### src/hdl/uifr_pkg.sv
package uifr_pkg;
  // ----------------------------------------------------------------
  // register offsets (byte addresses)
  // ----------------------------------------------------------------
  localparam logic [7:0] OFS_FLAGS  = 8'h1C; // interface flags, written ones clear
  localparam logic [7:0] OFS_HOLD   = 8'h20; // flag_hold_select
  localparam logic [7:0] OFS_MASKS  = 8'h24; // event_port_masks
  localparam logic [7:0] OFS_FRAME  = 8'h28; // frame_number_counter
  localparam logic [7:0] OFS_PID    = 8'h2C; // last_packet_identifier
  localparam logic [7:0] OFS_EP     = 8'h30; // last_endpoint_seen
  localparam logic [7:0] OFS_EPMARK = 8'h34; // endpoint_mark_bits
  localparam logic [7:0] OFS_OTGM   = 8'h38; // otg_flag_mask
  localparam logic [7:0] OFS_PWR    = 8'h3C; // power_signal_word
  localparam logic [7:0] OFS_XCVR   = 8'h40; // transceiver_control
  // ----------------------------------------------------------------
  // field positions and widths
  // ----------------------------------------------------------------
  localparam int NFLAGS        = 7;    // interface flags 6:0
  localparam int FLAG_TOKEN    = 6;    // token decoded flag
  localparam int MASK_W        = 8;    // width of one event mask
  localparam int MASK_N_LSB    = 0;
  localparam int MASK_O_LSB    = 8;
  localparam int MASK_P_LSB    = 16;
  localparam int MASK_Q_LSB    = 24;
  localparam int FRAME_W       = 11;
  localparam int PWR_W         = 9;
  localparam int EPMARK_W      = 16;
  localparam int XC_PD_DIS     = 18;
  localparam int XC_RES_SE0    = 13;
  localparam int XC_RES_K      = 12;
  localparam int XC_FILT_LSB   = 8;   // filter log2, 11:8
  localparam int XC_HWRES      = 7;
  localparam int XC_CONF_LSB   = 4;   // conf pins, 6:4
  localparam logic [31:0] XC_WMASK  = 32'h0004_3FF0; // writable bits
  localparam logic [4:0]  EP_MARK_OR = 5'h10;
  localparam logic [31:0] RST_VAL   = 32'h0000_0000;
endpackage : uifr_pkg

### src/hdl/uifr_event_or.sv
`timescale 1ns/10ps
// ------------------------------------------------------------------
// one event port: OR of the flags selected by its mask
// ------------------------------------------------------------------
module uifr_event_or #(
  parameter int W = 8
) (
  input  wire logic [W-1:0] flags,
  input  wire logic [W-1:0] mask,
  output logic              event_out
);
  assign event_out = |(flags & mask);
endmodule : uifr_event_or

### src/hdl/uifr_line_filter.sv
`timescale 1ns/10ps
// ------------------------------------------------------------------
// line-state glitch filter: a change propagates after 2**log2 clocks of disagreement
// ------------------------------------------------------------------
module uifr_line_filter #(
  parameter int CNT_W = 16
) (
  input  wire logic       clk,
  input  wire logic       rst_n,
  input  wire logic [1:0] line_raw,   // already synchronised
  input  wire logic [3:0] log2_clks,  // filter length exponent
  output logic      [1:0] line_filt
);
  // refuse a counter too narrow for the largest exponent of 15
  if (CNT_W < 16)
  begin : g_cnt_w_check
    $error("uifr_line_filter: CNT_W must be at least 16");
  end

  logic [CNT_W-1:0] cnt_r;   // clocks since raw differs from filtered
  logic [CNT_W-1:0] limit;   // 2**log2 - 1

  assign limit = (CNT_W'(1) << log2_clks) - CNT_W'(1);

  // count while the raw line disagrees; only a return to the filtered value restarts the wait
  always_ff @(posedge clk or negedge rst_n)
  begin
    if (!rst_n)
    begin
      cnt_r     <= '0;
      line_filt <= 2'h0;
    end
    else if (line_raw == line_filt)
    begin
      cnt_r <= '0;
    end
    else if (cnt_r >= limit)
    begin
      line_filt <= line_raw;
      cnt_r     <= '0;
    end
    else
    begin
      cnt_r <= cnt_r + CNT_W'(1);
    end
  end

  a_filter_delay: assert property (@(posedge clk) disable iff (!rst_n)
    (line_filt != $past(line_filt)) |-> $past(cnt_r) == $past(limit))
    else $error("filtered line changed before the filter time");
endmodule : uifr_line_filter

### src/hdl/uifr_regs.sv
`timescale 1ns/10ps
// ------------------------------------------------------------------
// usb interface unit register bank, offsets 0x1C to 0x40
// ------------------------------------------------------------------
// Overview of operation
// - sticky flags hold until one written
// - non-sticky flags 5:0 follow their source
// - event port high when masked flag high
// - masks P O N at 23:16 15:8 7:0
// - eleven-bit frame counter, read write
// - last received pid captured, read only
// - last endpoint captured with valid bit
// - marked endpoints delivered ORed with 0x10
// - bit 18 disables data port pulldowns
// - se0 auto-resume sets bit 13
// - k-state auto-resume sets bit 12
// - line changes delayed 2**field clocks
// - bit 7 enables hardware resume handling
// - bits 6:4 drive transceiver config pins
// - flag 6 set on good token
// - non-sticky token flag clears at packet start
module uifr_regs (
  input  wire logic        clk,
  input  wire logic        rst_n,
  // 32-bit peripheral access, same clock
  input  wire logic [7:0]  reg_addr,
  input  wire logic        reg_wr,
  input  wire logic        reg_rd,
  input  wire logic [31:0] reg_wdata,
  output logic      [31:0] reg_rdata,
  // flag sources from the packet engine (same clock)
  input  wire logic [5:0]  flag_src,        // flags 5:0 level sources
  input  wire logic        token_ok,        // pulse: token decoded
  input  wire logic        packet_start,    // pulse: new packet begins
  input  wire logic        sof_seen,        // pulse: frame number received
  input  wire logic [10:0] sof_frame,       // frame number of that packet
  input  wire logic        pid_valid,       // pulse: pid received
  input  wire logic [3:0]  pid_in,
  input  wire logic        ep_valid,        // pulse: endpoint received
  input  wire logic [3:0]  ep_in,
  output logic      [4:0]  rx_endpoint,     // endpoint on receive port
  // event ports
  output logic             event_port_n,
  output logic             event_port_o,
  output logic             event_port_p,
  output logic             event_port_q,
  output logic      [6:0]  interface_flag_set,
  // transceiver side
  input  wire logic [1:0]  line_state_pin,  // asynchronous raw line
  input  wire logic        suspended,       // suspend controller active
  output logic             resume_detect,   // pulse: hardware resume
  output logic      [1:0]  line_state_filt,
  output logic             usb_data_port_a_pd_en,
  output logic             usb_data_port_b_pd_en,
  output logic      [2:0]  transceiver_config_pins,
  output logic      [31:0] otg_mask_out,
  output logic      [8:0]  power_signal_out
);
  // ----------------------------------------------------------------
  // storage
  // ----------------------------------------------------------------
  logic [6:0]  hold_r;       // sticky selection per flag
  logic [6:0]  flag_r;       // interface flags
  logic [6:0]  flag_nxt;
  logic [31:0] masks_r;      // event port masks
  logic [10:0] frame_r;      // frame number counter
  logic [3:0]  pid_r;        // last pid
  logic [4:0]  ep_r;         // valid plus last endpoint
  logic [15:0] epmark_r;     // endpoint mark bits
  logic [31:0] otgm_r;       // plain storage word
  logic [8:0]  pwr_r;        // plain storage word
  logic [31:0] xcvr_r;       // transceiver control
  logic [1:0]  line_s1_r;    // synchroniser first stage
  logic [1:0]  line_s2_r;    // synchroniser second stage
  logic [1:0]  line_prev_r;  // filtered line, one cycle old
  logic        wr_hold, wr_masks, wr_frame, wr_epmark, wr_otgm, wr_pwr, wr_xcvr;
  logic        res_se0, res_k;
  logic [3:0]  event_vec;    // event ports q p o n, one per mask byte

  // ----------------------------------------------------------------
  // write decode
  // ----------------------------------------------------------------
  assign wr_hold   = reg_wr && (reg_addr == uifr_pkg::OFS_HOLD);
  assign wr_masks  = reg_wr && (reg_addr == uifr_pkg::OFS_MASKS);
  assign wr_frame  = reg_wr && (reg_addr == uifr_pkg::OFS_FRAME);
  assign wr_epmark = reg_wr && (reg_addr == uifr_pkg::OFS_EPMARK);
  assign wr_otgm   = reg_wr && (reg_addr == uifr_pkg::OFS_OTGM);
  assign wr_pwr    = reg_wr && (reg_addr == uifr_pkg::OFS_PWR);
  assign wr_xcvr   = reg_wr && (reg_addr == uifr_pkg::OFS_XCVR);

  // plain configuration registers
  always_ff @(posedge clk or negedge rst_n)
  begin
    if (!rst_n)
    begin
      hold_r   <= '0;
      masks_r  <= uifr_pkg::RST_VAL;
      epmark_r <= '0;
      otgm_r   <= uifr_pkg::RST_VAL;
      pwr_r    <= '0;
    end
    else
    begin
      if (wr_hold)   hold_r   <= reg_wdata[uifr_pkg::NFLAGS-1:0];
      if (wr_masks)  masks_r  <= reg_wdata;
      if (wr_epmark) epmark_r <= reg_wdata[uifr_pkg::EPMARK_W-1:0];
      if (wr_otgm)   otgm_r   <= reg_wdata;
      if (wr_pwr)    pwr_r    <= reg_wdata[uifr_pkg::PWR_W-1:0];
    end
  end

  // ----------------------------------------------------------------
  // interface flags
  // ----------------------------------------------------------------
  // a sticky flag latches a one and holds it; a new event beats a clear
  // in the same cycle so nothing is lost
  always_comb
  begin
    logic [6:0] src;
    src = {token_ok, flag_src};
    for (int i = 0; i < uifr_pkg::NFLAGS; i++)
    begin
      if (hold_r[i])
      begin
        flag_nxt[i] = src[i] |
          (flag_r[i] &
           ~(reg_wr && reg_addr == uifr_pkg::OFS_FLAGS && reg_wdata[i]));
      end
      else if (i == uifr_pkg::FLAG_TOKEN)
      begin
        // token flag is an event: held until the next packet starts
        flag_nxt[i] = src[i] | (flag_r[i] & ~packet_start);
      end
      else
      begin
        flag_nxt[i] = src[i];
      end
    end
  end

  always_ff @(posedge clk or negedge rst_n)
  begin
    if (!rst_n) flag_r <= '0;
    else        flag_r <= flag_nxt;
  end

  assign interface_flag_set = flag_r;

  // ----------------------------------------------------------------
  // event ports
  // ----------------------------------------------------------------
  // one OR per mask byte; byte g sits at g * MASK_W, so n o p q at 0 8 16 24
  for (genvar g = 0; g < 4; g++)
  begin : g_event
    uifr_event_or #(.W(uifr_pkg::MASK_W)) u_or (
      .flags     ({1'b0, flag_r}),
      .mask      (masks_r[g * uifr_pkg::MASK_W +: uifr_pkg::MASK_W]),
      .event_out (event_vec[g])
    );
  end

  assign event_port_n = event_vec[0];
  assign event_port_o = event_vec[1];
  assign event_port_p = event_vec[2];
  assign event_port_q = event_vec[3];

  // ----------------------------------------------------------------
  // frame number, pid and endpoint capture
  // ----------------------------------------------------------------
  // software write wins over a received frame number in the same cycle
  always_ff @(posedge clk or negedge rst_n)
  begin
    if (!rst_n)               frame_r <= '0;
    else if (wr_frame)        frame_r <= reg_wdata[uifr_pkg::FRAME_W-1:0];
    else if (sof_seen)        frame_r <= sof_frame;
  end

  always_ff @(posedge clk or negedge rst_n)
  begin
    if (!rst_n)         pid_r <= 4'h0;
    else if (pid_valid) pid_r <= pid_in;
  end

  always_ff @(posedge clk or negedge rst_n)
  begin
    if (!rst_n)        ep_r <= 5'h00;
    else if (ep_valid) ep_r <= {1'b1, ep_in};
  end

  // receive port endpoint, tagged when marked
  always_ff @(posedge clk or negedge rst_n)
  begin
    if (!rst_n)        rx_endpoint <= 5'h00;
    else if (ep_valid) rx_endpoint <= epmark_r[ep_in] ?
                                      ({1'b0, ep_in} | uifr_pkg::EP_MARK_OR) :
                                      {1'b0, ep_in};
  end

  // ----------------------------------------------------------------
  // line state synchroniser, filter and resume detection
  // ----------------------------------------------------------------
  always_ff @(posedge clk or negedge rst_n)
  begin
    if (!rst_n)
    begin
      line_s1_r   <= 2'h0;
      line_s2_r   <= 2'h0;
      line_prev_r <= 2'h0;
    end
    else
    begin
      line_s1_r   <= line_state_pin;
      line_s2_r   <= line_s1_r;
      line_prev_r <= line_state_filt;
    end
  end

  uifr_line_filter #(.CNT_W(16)) u_filt (
    .clk       (clk),
    .rst_n     (rst_n),
    .line_raw  (line_s2_r),
    .log2_clks (xcvr_r[uifr_pkg::XC_FILT_LSB +: 4]),
    .line_filt (line_state_filt)
  );

  // line encoding: 2'h0 se0, 2'h2 k-state; resume only while suspended
  // and only when the hardware suspend controller is chosen
  assign res_se0 = suspended && xcvr_r[uifr_pkg::XC_HWRES] &&
                   (line_state_filt == 2'h0) && (line_prev_r != 2'h0);
  assign res_k   = suspended && xcvr_r[uifr_pkg::XC_HWRES] &&
                   (line_state_filt == 2'h2) && (line_prev_r != 2'h2);
  assign resume_detect = res_se0 | res_k;

  // transceiver control; cause bits set by hardware win over a clear
  always_ff @(posedge clk or negedge rst_n)
  begin
    if (!rst_n)
    begin
      xcvr_r <= uifr_pkg::RST_VAL;
    end
    else
    begin
      if (wr_xcvr) xcvr_r <= reg_wdata & uifr_pkg::XC_WMASK;
      if (res_se0) xcvr_r[uifr_pkg::XC_RES_SE0] <= 1'b1;
      if (res_k)   xcvr_r[uifr_pkg::XC_RES_K]   <= 1'b1;
    end
  end

  assign usb_data_port_a_pd_en   = ~xcvr_r[uifr_pkg::XC_PD_DIS];
  assign usb_data_port_b_pd_en   = ~xcvr_r[uifr_pkg::XC_PD_DIS];
  assign transceiver_config_pins = xcvr_r[uifr_pkg::XC_CONF_LSB +: 3];
  assign otg_mask_out            = otgm_r;
  assign power_signal_out        = pwr_r;

  // ----------------------------------------------------------------
  // read mux; unmapped offsets read zero
  // ----------------------------------------------------------------
  always_comb
  begin
    reg_rdata = 32'h0000_0000;
    if (reg_rd)
    begin
      case (reg_addr)
        uifr_pkg::OFS_HOLD:   reg_rdata = {25'h0, hold_r};
        uifr_pkg::OFS_MASKS:  reg_rdata = masks_r;
        uifr_pkg::OFS_FRAME:  reg_rdata = {21'h0, frame_r};
        uifr_pkg::OFS_PID:    reg_rdata = {28'h0, pid_r};
        uifr_pkg::OFS_EP:     reg_rdata = {27'h0, ep_r};
        uifr_pkg::OFS_EPMARK: reg_rdata = {16'h0, epmark_r};
        uifr_pkg::OFS_OTGM:   reg_rdata = otgm_r;
        uifr_pkg::OFS_PWR:    reg_rdata = {23'h0, pwr_r};
        uifr_pkg::OFS_XCVR:   reg_rdata = xcvr_r;
        default:              reg_rdata = 32'h0000_0000;
      endcase
    end
  end

  // ----------------------------------------------------------------
  // checks
  // ----------------------------------------------------------------
  a_sticky_hold: assert property (@(posedge clk) disable iff (!rst_n)
    (hold_r[0] && flag_r[0] && !(reg_wr && reg_addr == uifr_pkg::OFS_FLAGS && reg_wdata[0]))
    |=> flag_r[0])
    else $error("sticky flag dropped without a clear");
  a_follow_src: assert property (@(posedge clk) disable iff (!rst_n)
    !hold_r[1] |=> flag_r[1] == $past(flag_src[1]))
    else $error("plain flag does not follow its source");
  a_port_n_or: assert property (@(posedge clk) disable iff (!rst_n)
    event_port_n == |(flag_r & masks_r[6:0]))
    else $error("event port n wrong");
  a_port_p_or: assert property (@(posedge clk) disable iff (!rst_n)
    event_port_p == |(flag_r & masks_r[22:16]))
    else $error("event port p wrong");
  a_frame_write: assert property (@(posedge clk) disable iff (!rst_n)
    wr_frame |=> frame_r == $past(reg_wdata[10:0]))
    else $error("frame counter write lost");
  a_pid_capture: assert property (@(posedge clk) disable iff (!rst_n)
    pid_valid |=> pid_r == $past(pid_in))
    else $error("pid not captured");
  a_ep_valid: assert property (@(posedge clk) disable iff (!rst_n)
    ep_valid |=> ep_r == {1'b1, $past(ep_in)})
    else $error("endpoint not captured");
  a_ep_mark: assert property (@(posedge clk) disable iff (!rst_n)
    (ep_valid && epmark_r[ep_in]) |=> rx_endpoint[4])
    else $error("marked endpoint not tagged");
  a_pulldown: assert property (@(posedge clk) disable iff (!rst_n)
    usb_data_port_a_pd_en != xcvr_r[18])
    else $error("pulldown control wrong");
  a_se0_cause: assert property (@(posedge clk) disable iff (!rst_n)
    res_se0 |=> xcvr_r[13])
    else $error("se0 resume cause missing");
  a_k_cause: assert property (@(posedge clk) disable iff (!rst_n)
    res_k |=> xcvr_r[12])
    else $error("k resume cause missing");
  a_conf_pins: assert property (@(posedge clk) disable iff (!rst_n)
    wr_xcvr |=> transceiver_config_pins == $past(reg_wdata[6:4]))
    else $error("config pins not driven");
  a_token_flag: assert property (@(posedge clk) disable iff (!rst_n)
    token_ok |=> flag_r[6])
    else $error("token flag not set");
  a_no_sw_resume: assert property (@(posedge clk) disable iff (!rst_n)
    !xcvr_r[7] |-> !resume_detect)
    else $error("resume detected with hardware handling off");
endmodule : uifr_regs

### config.mk
export PLATFORM = sky130hd
export DESIGN_NAME = uifr_regs
export DESIGN_NICKNAME = d
export VERILOG_FILES = /design/src/hdl/uifr_pkg.sv /design/src/hdl/uifr_event_or.sv /design/src/hdl/uifr_line_filter.sv /design/src/hdl/uifr_regs.sv
export SDC_FILE = /design/constraint.sdc
export NUM_CORES = 1
export LEC_CHECK = 0
export BUFFER_PORTS_ARGS = -buffer_cell sky130_fd_sc_hd__buf_2
export CAP_MARGIN = 20
export CORE_MARGIN = 3
export CORE_UTILIZATION = 55
export DETAILED_ROUTE_END_ITERATION = 6
export PLACE_DENSITY = 0.8
export SYNTH_ARGS = -nofsm -noshare
export SYNTH_HDL_FRONTEND = slang
export SYNTH_SLANG_ARGS = --single-unit
### constraint.sdc
create_clock -name clk -period 3.75 [get_ports clk]
set_input_delay 0.1875 -clock clk [delete_from_list [all_inputs] [get_ports clk]]
set_output_delay 0.1875 -clock clk [all_outputs]
set_load 0.01 [all_outputs]
==> impl_metrics.yaml, run 1 <==
setup_path:
  path_cells: "or2_2 -> nand2b_1 -> ha_1 -> or2_2 -> o22a_1 -> nor2_1 -> a41oi_1 -> ha_1 -> nand4_1 -> nor3_1 -> o311ai_0 -> nand3_1 -> mux2_2"
  path_depth: 13
  start_kind: "register"
  critPathMaxStageDelay_ps: 480
  required_ps: 4070
  critical_path_buf_inv_count: 0
  cp.arrival_ps: 3670
  critPathTopFamily: "simple AND/OR/NAND/NOR gates"
  cp_slowest_cell: "dfrtp_1"
  crit_path_end_kind: "register"
  crit_path_max_fanout: 10
  reg2reg_depth: 13
  critical_path_class: "register to register"
global_routing:
  grt.overflow.total: 0
  antenna_found_initial: 2
  grt.total_usage_pct: 30.0
  grt_pass1_wl_um: 37600
  grt_pass1_vias: 6763
  grt_start_max_net_pins: 126
drt:
  via_per_inst: 6.13
  drc: 0
  vias: 6642
  ant_nets: 0
  wire_per_inst_um: 22.0
  drt_wl_total_um: 23900
  drtIter0Drc: 604
  firstDrtPassIters: 6
timing:
  hold_viol_final: 0
  rsz0062_at_grt: "no"
  skew_ps: 8.25
  finalCritPeriodShare_pct: 89.5
  slew_headroom_pct: 36.5
  fin_setup_tns_ps: 0
  maxSlewViolCount: 0
  setup-violations-final: 0
  tightest_slew_ps: 948
  fmax_mhz: 298
  period_needed_ps: 3350
layout:
  postLayoutCellArea_um2: 10000
  drive_gt1_share_pct: 41.1
  area_growth_pct: 22.3
  nets: 983
  layoutNonFillerInstCount: 1083
clock_tree:
  clockBufferDepth: 2
  cts_sinks: 159
  cts_inserted_buffers: 17
  cts_root_buffer: "clkbuf_16"
  clkLatencyLatePin_ps: 430
  cts_resized: 0
  cts.clk_slew.worst_paths_ps: 60
  cts-htree-levels: 4
  cts_tree: "yes"
worst_hold_path:
  holdPathStages: 2
  hold_class: "input pin to register"
power:
  ir_drop_mv: 0.322
  power_leakage_nw: 4.91
  p_per_area_nw_per_um2: 431
logic_synthesis:
  synth-async-reset-ratio_pct: 100
  synthTopCellsByArea: "dfrtp_1, mux2_2, a22oi_1"
  synth_top_area_share_pct: 48.7
  ys_seq_area_share_pct: 48.7
  synthesis.nets: 796
  yosysTopAreaCell: "dfrtp_1"
  yosys.cell_count.top_type: "dfrtp_1"
  synth_edf_count: 0
  syn-cell-area_um2: 8180
  synth.distinct_cells: 57
  ys_warn_count: 0
  synth_flop_cell: "dfrtp_1"
  syn_avg_cell_area_um2: 11.7
  synth_cells: 701
  synth_common_cells: "dfrtp_1, mux2_2, nor2_1, a22oi_1, nand2_1"
  yosys_register_bits: 159
floorplanning:
  coreArea_um2: 14200
  dieArea_um2: 16400
  die_h_um: 128
  ioPinCount: 174
  row_count: 43
  initial_core_util_pct: 57.6
  dieWidth_um: 128
placed_design:
  port_buffers: 173
  post_dp_cell_area_um2: 9140
  place.gp.congestion: 0.901
  dp.final_hpwl_um: 17000
  dp_cells: 1022
flow_run:
  drv_cap: 0
outcome:
  status: "finished, final reports clean"
final timing paths:
| check | slack (ps) | end | from |
|---|---|---|---|
| worst max-delay path | 400 | u_filt.line_filt[0] | xcvr_r[8] |
| worst min-delay path | 20 | otg_mask_out[20] | reg_wdata[20] |
| worst max register to register | 400 | u_filt.line_filt[0] | xcvr_r[8] |
| worst min register to register | 360 | line_s2_r[1] | line_s1_r[1] |
| max in group asynchronous | 2470 | masks_r[27] | rst_n |
| min in group asynchronous | 240 | ep_r[3] | rst_n |
metrics by stage:
| step | hold WS [ps] | setup slack [ps] | utilization (%) | power, mW |
|---|---|---|---|---|
| final | 19.2 | 395 | 70.4 | 4.31 |
| after global routing | 5.18 | 133 | 70.4 | 4.49 |
| after CTS | 0.203 | 409 | 70.2 | 4.33 |
| after detailed placement | 297 | 424 | 64.4 | 2.65 |
| after global placement | 296 | 477 | 64.4 | 2.61 |
| after floorplan | -108 | 427 | - | 2.36 |
per-layer routing:
layer	part of all wire [%]	global-route usage, %	wire (µm)
met1	41	40.8	9690
met3	9.8	8.67	2340
met5	0	0	0
met2	47	46.8	11300
met4	2.4	9.68	561
worst reg2reg max path: stages, from the launching register on:
cell	delay, ps
dfrtp_1	480
or2_2	360
nand2b_1	170
ha_1	200
or2_2	290
o22a_1	200
nor2_1	80
a41oi_1	60
ha_1	330
nand4_1	70
nor3_1	260
o311ai_0	220
nand3_1	170
mux2_2	340
sequential cells by signal, summed over array words and instances (netlist names):
name,cells
epmark_r,16
ep_r,5
line_s2_r,2
pid_r,4
masks_r,32
interface_flag_set,7
otg_mask_out,32
u_filt.cnt_r,16
frame_r,11
hold_r,7
line_prev_r,2
u_filt.line_filt,2
xcvr_r,11
line_s1_r,2
rx_endpoint,1
power_signal_out,9
where the power goes:
group          internal (mW)  switching [mW]  leakage (nW)
clock                  0.927           0.737         0.276
sequential              1.84           0.140          2.11
combinational          0.309           0.355          2.52
total                   3.08            1.23          4.91
cells in the final DEF (no fill, tap or decap), drive strengths merged, types with 11 or more instances in the layout:
master / netlist / routed
buf: 26 / 186
dfrtp: 159 / 159
mux2: 120 / 120
nor2: 75 / 75
nand2: 38 / 38
a22oi: 37 / 37
nand3: 28 / 28
a21oi: 27 / 27
dlygate4sd3: 0 / 26
mux2i: 21 / 21
clkbuf: 18 / 19
ha: 18 / 18
xor2: 12 / 12
mux4: 11 / 11
a22o: 11 / 11
timing repair:
item / 4_1_cts / 5_1_grt
hold endpoints to repair: 50 / 0
setup endpoints to repair: 0 / 0
hold buffers: 26 / 0
setup buffers: 0 / 0
logic make-up after synthesis:
family | after synthesis | share of synthesized area (%)
compound gates | 120 | 10.4
xor+xnor | 17 | 1.82
fa+ha+maj | 18 | 2.75
buf+inv | 50 | 3.08
flops | 159 | 48.7
mux | 152 | 22.1
other cells | 1 | 0.0459
simple gates | 184 | 11.1
layout make-up:
cell class                 count  area, µm²
antenna                        2       5.00
inverter                       6       22.5
tap                          180        225
clock inverter                13        131
multi-input combinational    492       3960
fill                        1024       4200
sequential                   159       3980
clock buffer                  19        433
timing repair buffer         212       1250
(Power assumes the default switching activity.)
==> run 2: changes to the inputs <==
--- a/config.mk
+++ b/config.mk
@@ -7,7 +7,7 @@
 export LEC_CHECK = 0
 export BUFFER_PORTS_ARGS = -buffer_cell sky130_fd_sc_hd__buf_2
 export CAP_MARGIN = 20
-export CORE_MARGIN = 3
+export CORE_MARGIN = 1
 export CORE_UTILIZATION = 55
 export DETAILED_ROUTE_END_ITERATION = 6
 export PLACE_DENSITY = 0.8
==> run 2 against run 1 <==
Wire length fell by 3.9%. Clock power rose by 8%. Critical path type unchanged. Critical endpoint is now u_filt.line_filt[1]. Global-route usage rose by 1.8 points. First-iteration DRC count fell by 0.50%. Highest routed layer unchanged.
==> impl_metrics.yaml, run 2 (synthesized netlist as in run 1, its figures left out) <==
layout:
  layoutNonFillerInstCount: 1082
  area_growth_pct: 22.3
  layout_common_cells: "buf_2, dfrtp_1, mux2_2"
  mostFrequentLayoutCell: "buf_2"
  drive_gt1_share_pct: 41.4
  nets: 978
timing:
  tightest_slew_ps: 1010
  maxSlewViolCount: 0
  setup-violations-final: 0
  fin_setup_tns_ps: 0
  rsz0062_at_grt: "no"
  worst_slack_ps: 434
  skew_ps: 5.65
  period_needed_ps: 3320
  fmax_mhz: 302
  whs_ps: 8.72
  hold_viol_final: 0
  finalCritPeriodShare_pct: 88.4
  slew_headroom_pct: 32.9
power:
  p_clk_share_pct: 40.5
  p_per_area_nw_per_um2: 443
  p_comb_share_pct: 14.8
  switching_share_pct: 27.0
  total_power_mw: 4.43
  ir_drop_mv: 0.314
  p_sw_mw: 1.20
  p_seq_share_pct: 44.7
  p_int_mw: 3.23
  power_leakage_nw: 4.90
drt:
  drc: 0
  drt_wl_total_um: 22900
  ant_nets: 0
  via_per_inst: 6.16
  firstDrtPassIters: 5
  drtIter0Drc: 601
  vias: 6670
  wire_per_inst_um: 21.2
floorplanning:
  coreArea_um2: 14500
  initial_core_util_pct: 56.3
  dieWidth_um: 124
  die_h_um: 124
  dieArea_um2: 15400
  ioPinCount: 174
  row_count: 44
setup_path:
  r2r-start: "xcvr_r[8]"
  start_kind: "register"
  path_cells: "or2_2 -> nand2b_1 -> ha_1 -> or2_2 -> o22a_1 -> nor2_1 -> a41oi_1 -> ha_1 -> nand4_1 -> nor3_1 -> o311ai_0 -> nand3_1 -> mux2_2"
  ff2ff_setup_slack_ps: 430
  critPathMaxStageDelay_ps: 480
  crit_path_end_kind: "register"
  reg2reg_depth: 13
  cp_slowest_cell: "dfrtp_1"
  critical_path_buf_inv_count: 0
  critical_path_class: "register to register"
  required_ps: 4070
  cp.arrival_ps: 3630
  critPathTopFamily: "simple AND/OR/NAND/NOR gates"
  regToRegEndpoint: "u_filt.line_filt[1]"
  crit_path_max_fanout: 10
clock_tree:
  cts.clk_slew.worst_paths_ps: 60
  cts.hold.buffers_added: 21
  cts_setup_buffers: 0
  cts_resized: 0
  cts_tree: "yes"
  cts-htree-levels: 4
  clockBufferDepth: 2
  cts_root_buffer: "clkbuf_16"
  cts_sinks: 159
  clkLatencyLatePin_ps: 440
  cts_inserted_buffers: 17
placed_design:
  dp_cells: 1026
  port_buffers: 173
  place_ws_ps: 462
  dp.final_hpwl_um: 15800
  place.gp.congestion: 0.837
global_routing:
  antenna_found_initial: 2
  grt.overflow.total: 0
  grt_pass1_vias: 6684
  grt_pass1_wl_um: 36100
  grt.total_usage_pct: 31.8
  grt_start_max_net_pins: 110
worst_hold_path:
  worstHoldStart: "reg_wdata[23]"
  holdPathStages: 2
  hold_class: "input pin to register"
  hold_end: "otg_mask_out[23]"
flow_run:
  drv_cap: 0
outcome:
  status: "finished, final reports clean"
[run 2: cell count changes in the layout (fill, tap and decap cells not counted), sizes merged]
| cell | change |
|---|---|
| clkinv | -4 |
| inv | -2 |
| dlygate4sd3 | -4 |
| bufinv | +2 |
| buf | -1 |
| clkinvlp | +4 |
[run 2: final cells by class]
| class | count | area (µm²) |
|---|---|---|
| Multi-Input combinational cell | 492 | 3960 |
| Tap cell | 184 | 230 |
| Inverter | 6 | 22.5 |
| Sequential cell | 159 | 3980 |
| Antenna cell | 2 | 5.00 |
| Fill cell | 1110 | 4530 |
| Clock inverter | 13 | 160 |
| Clock buffer | 19 | 453 |
| Timing Repair Buffer | 207 | 1190 |
[run 2: worst max path at each step]
stage | from | endpoint | slack (ps) | cells past startpoint
after CTS | xcvr_r[8] | u_filt.line_filt[0] | 450 | 13
after global routing | xcvr_r[8] | u_filt.line_filt[1] | 160 | 13
after detailed placement | xcvr_r[8] | u_filt.line_filt[0] | 460 | 13
after floorplan | xcvr_r[8] | u_filt.cnt_r[10] | 430 | 15
final | xcvr_r[8] | u_filt.line_filt[1] | 430 | 13
after global placement | xcvr_r[8] | u_filt.line_filt[0] | 510 | 13
[run 2: per-stage QoR]
stage | instance area, µm² | utilization (%)
5_1_grt | 10000 | 68.8
2_1_floorplan | 8180 | -
3_3_place_gp | 9160 | 63.0
4_1_cts | 9980 | 68.7
6_report | 10000 | 68.8
3_5_place_dp | 9160 | 63.0
[run 2: power groups by stage]
| stage | Clock, mW | Sequential [mW] | Combinational, mW |
|---|---|---|---|
| after global routing | 1.88 | 1.99 | 0.727 |
| after detailed placement | 0 | 2.00 | 0.629 |
| final | 1.79 | 1.98 | 0.653 |
| after CTS | 1.80 | 1.97 | 0.651 |
| after global placement | 0 | 2.00 | 0.614 |
| after floorplan | 0 | 1.98 | 0.380 |
[run 2: per-layer routing]
layer / routed length [µm] / GRT usage (%) / up-vias
li1: - / - / 2953
met1: 9370 / 41.1 / 3311
met2: 10800 / 49.9 / 345
met3: 2000 / 8.84 / 61
met4: 774 / 14.3 / 0
met5: 0 / 0 / -
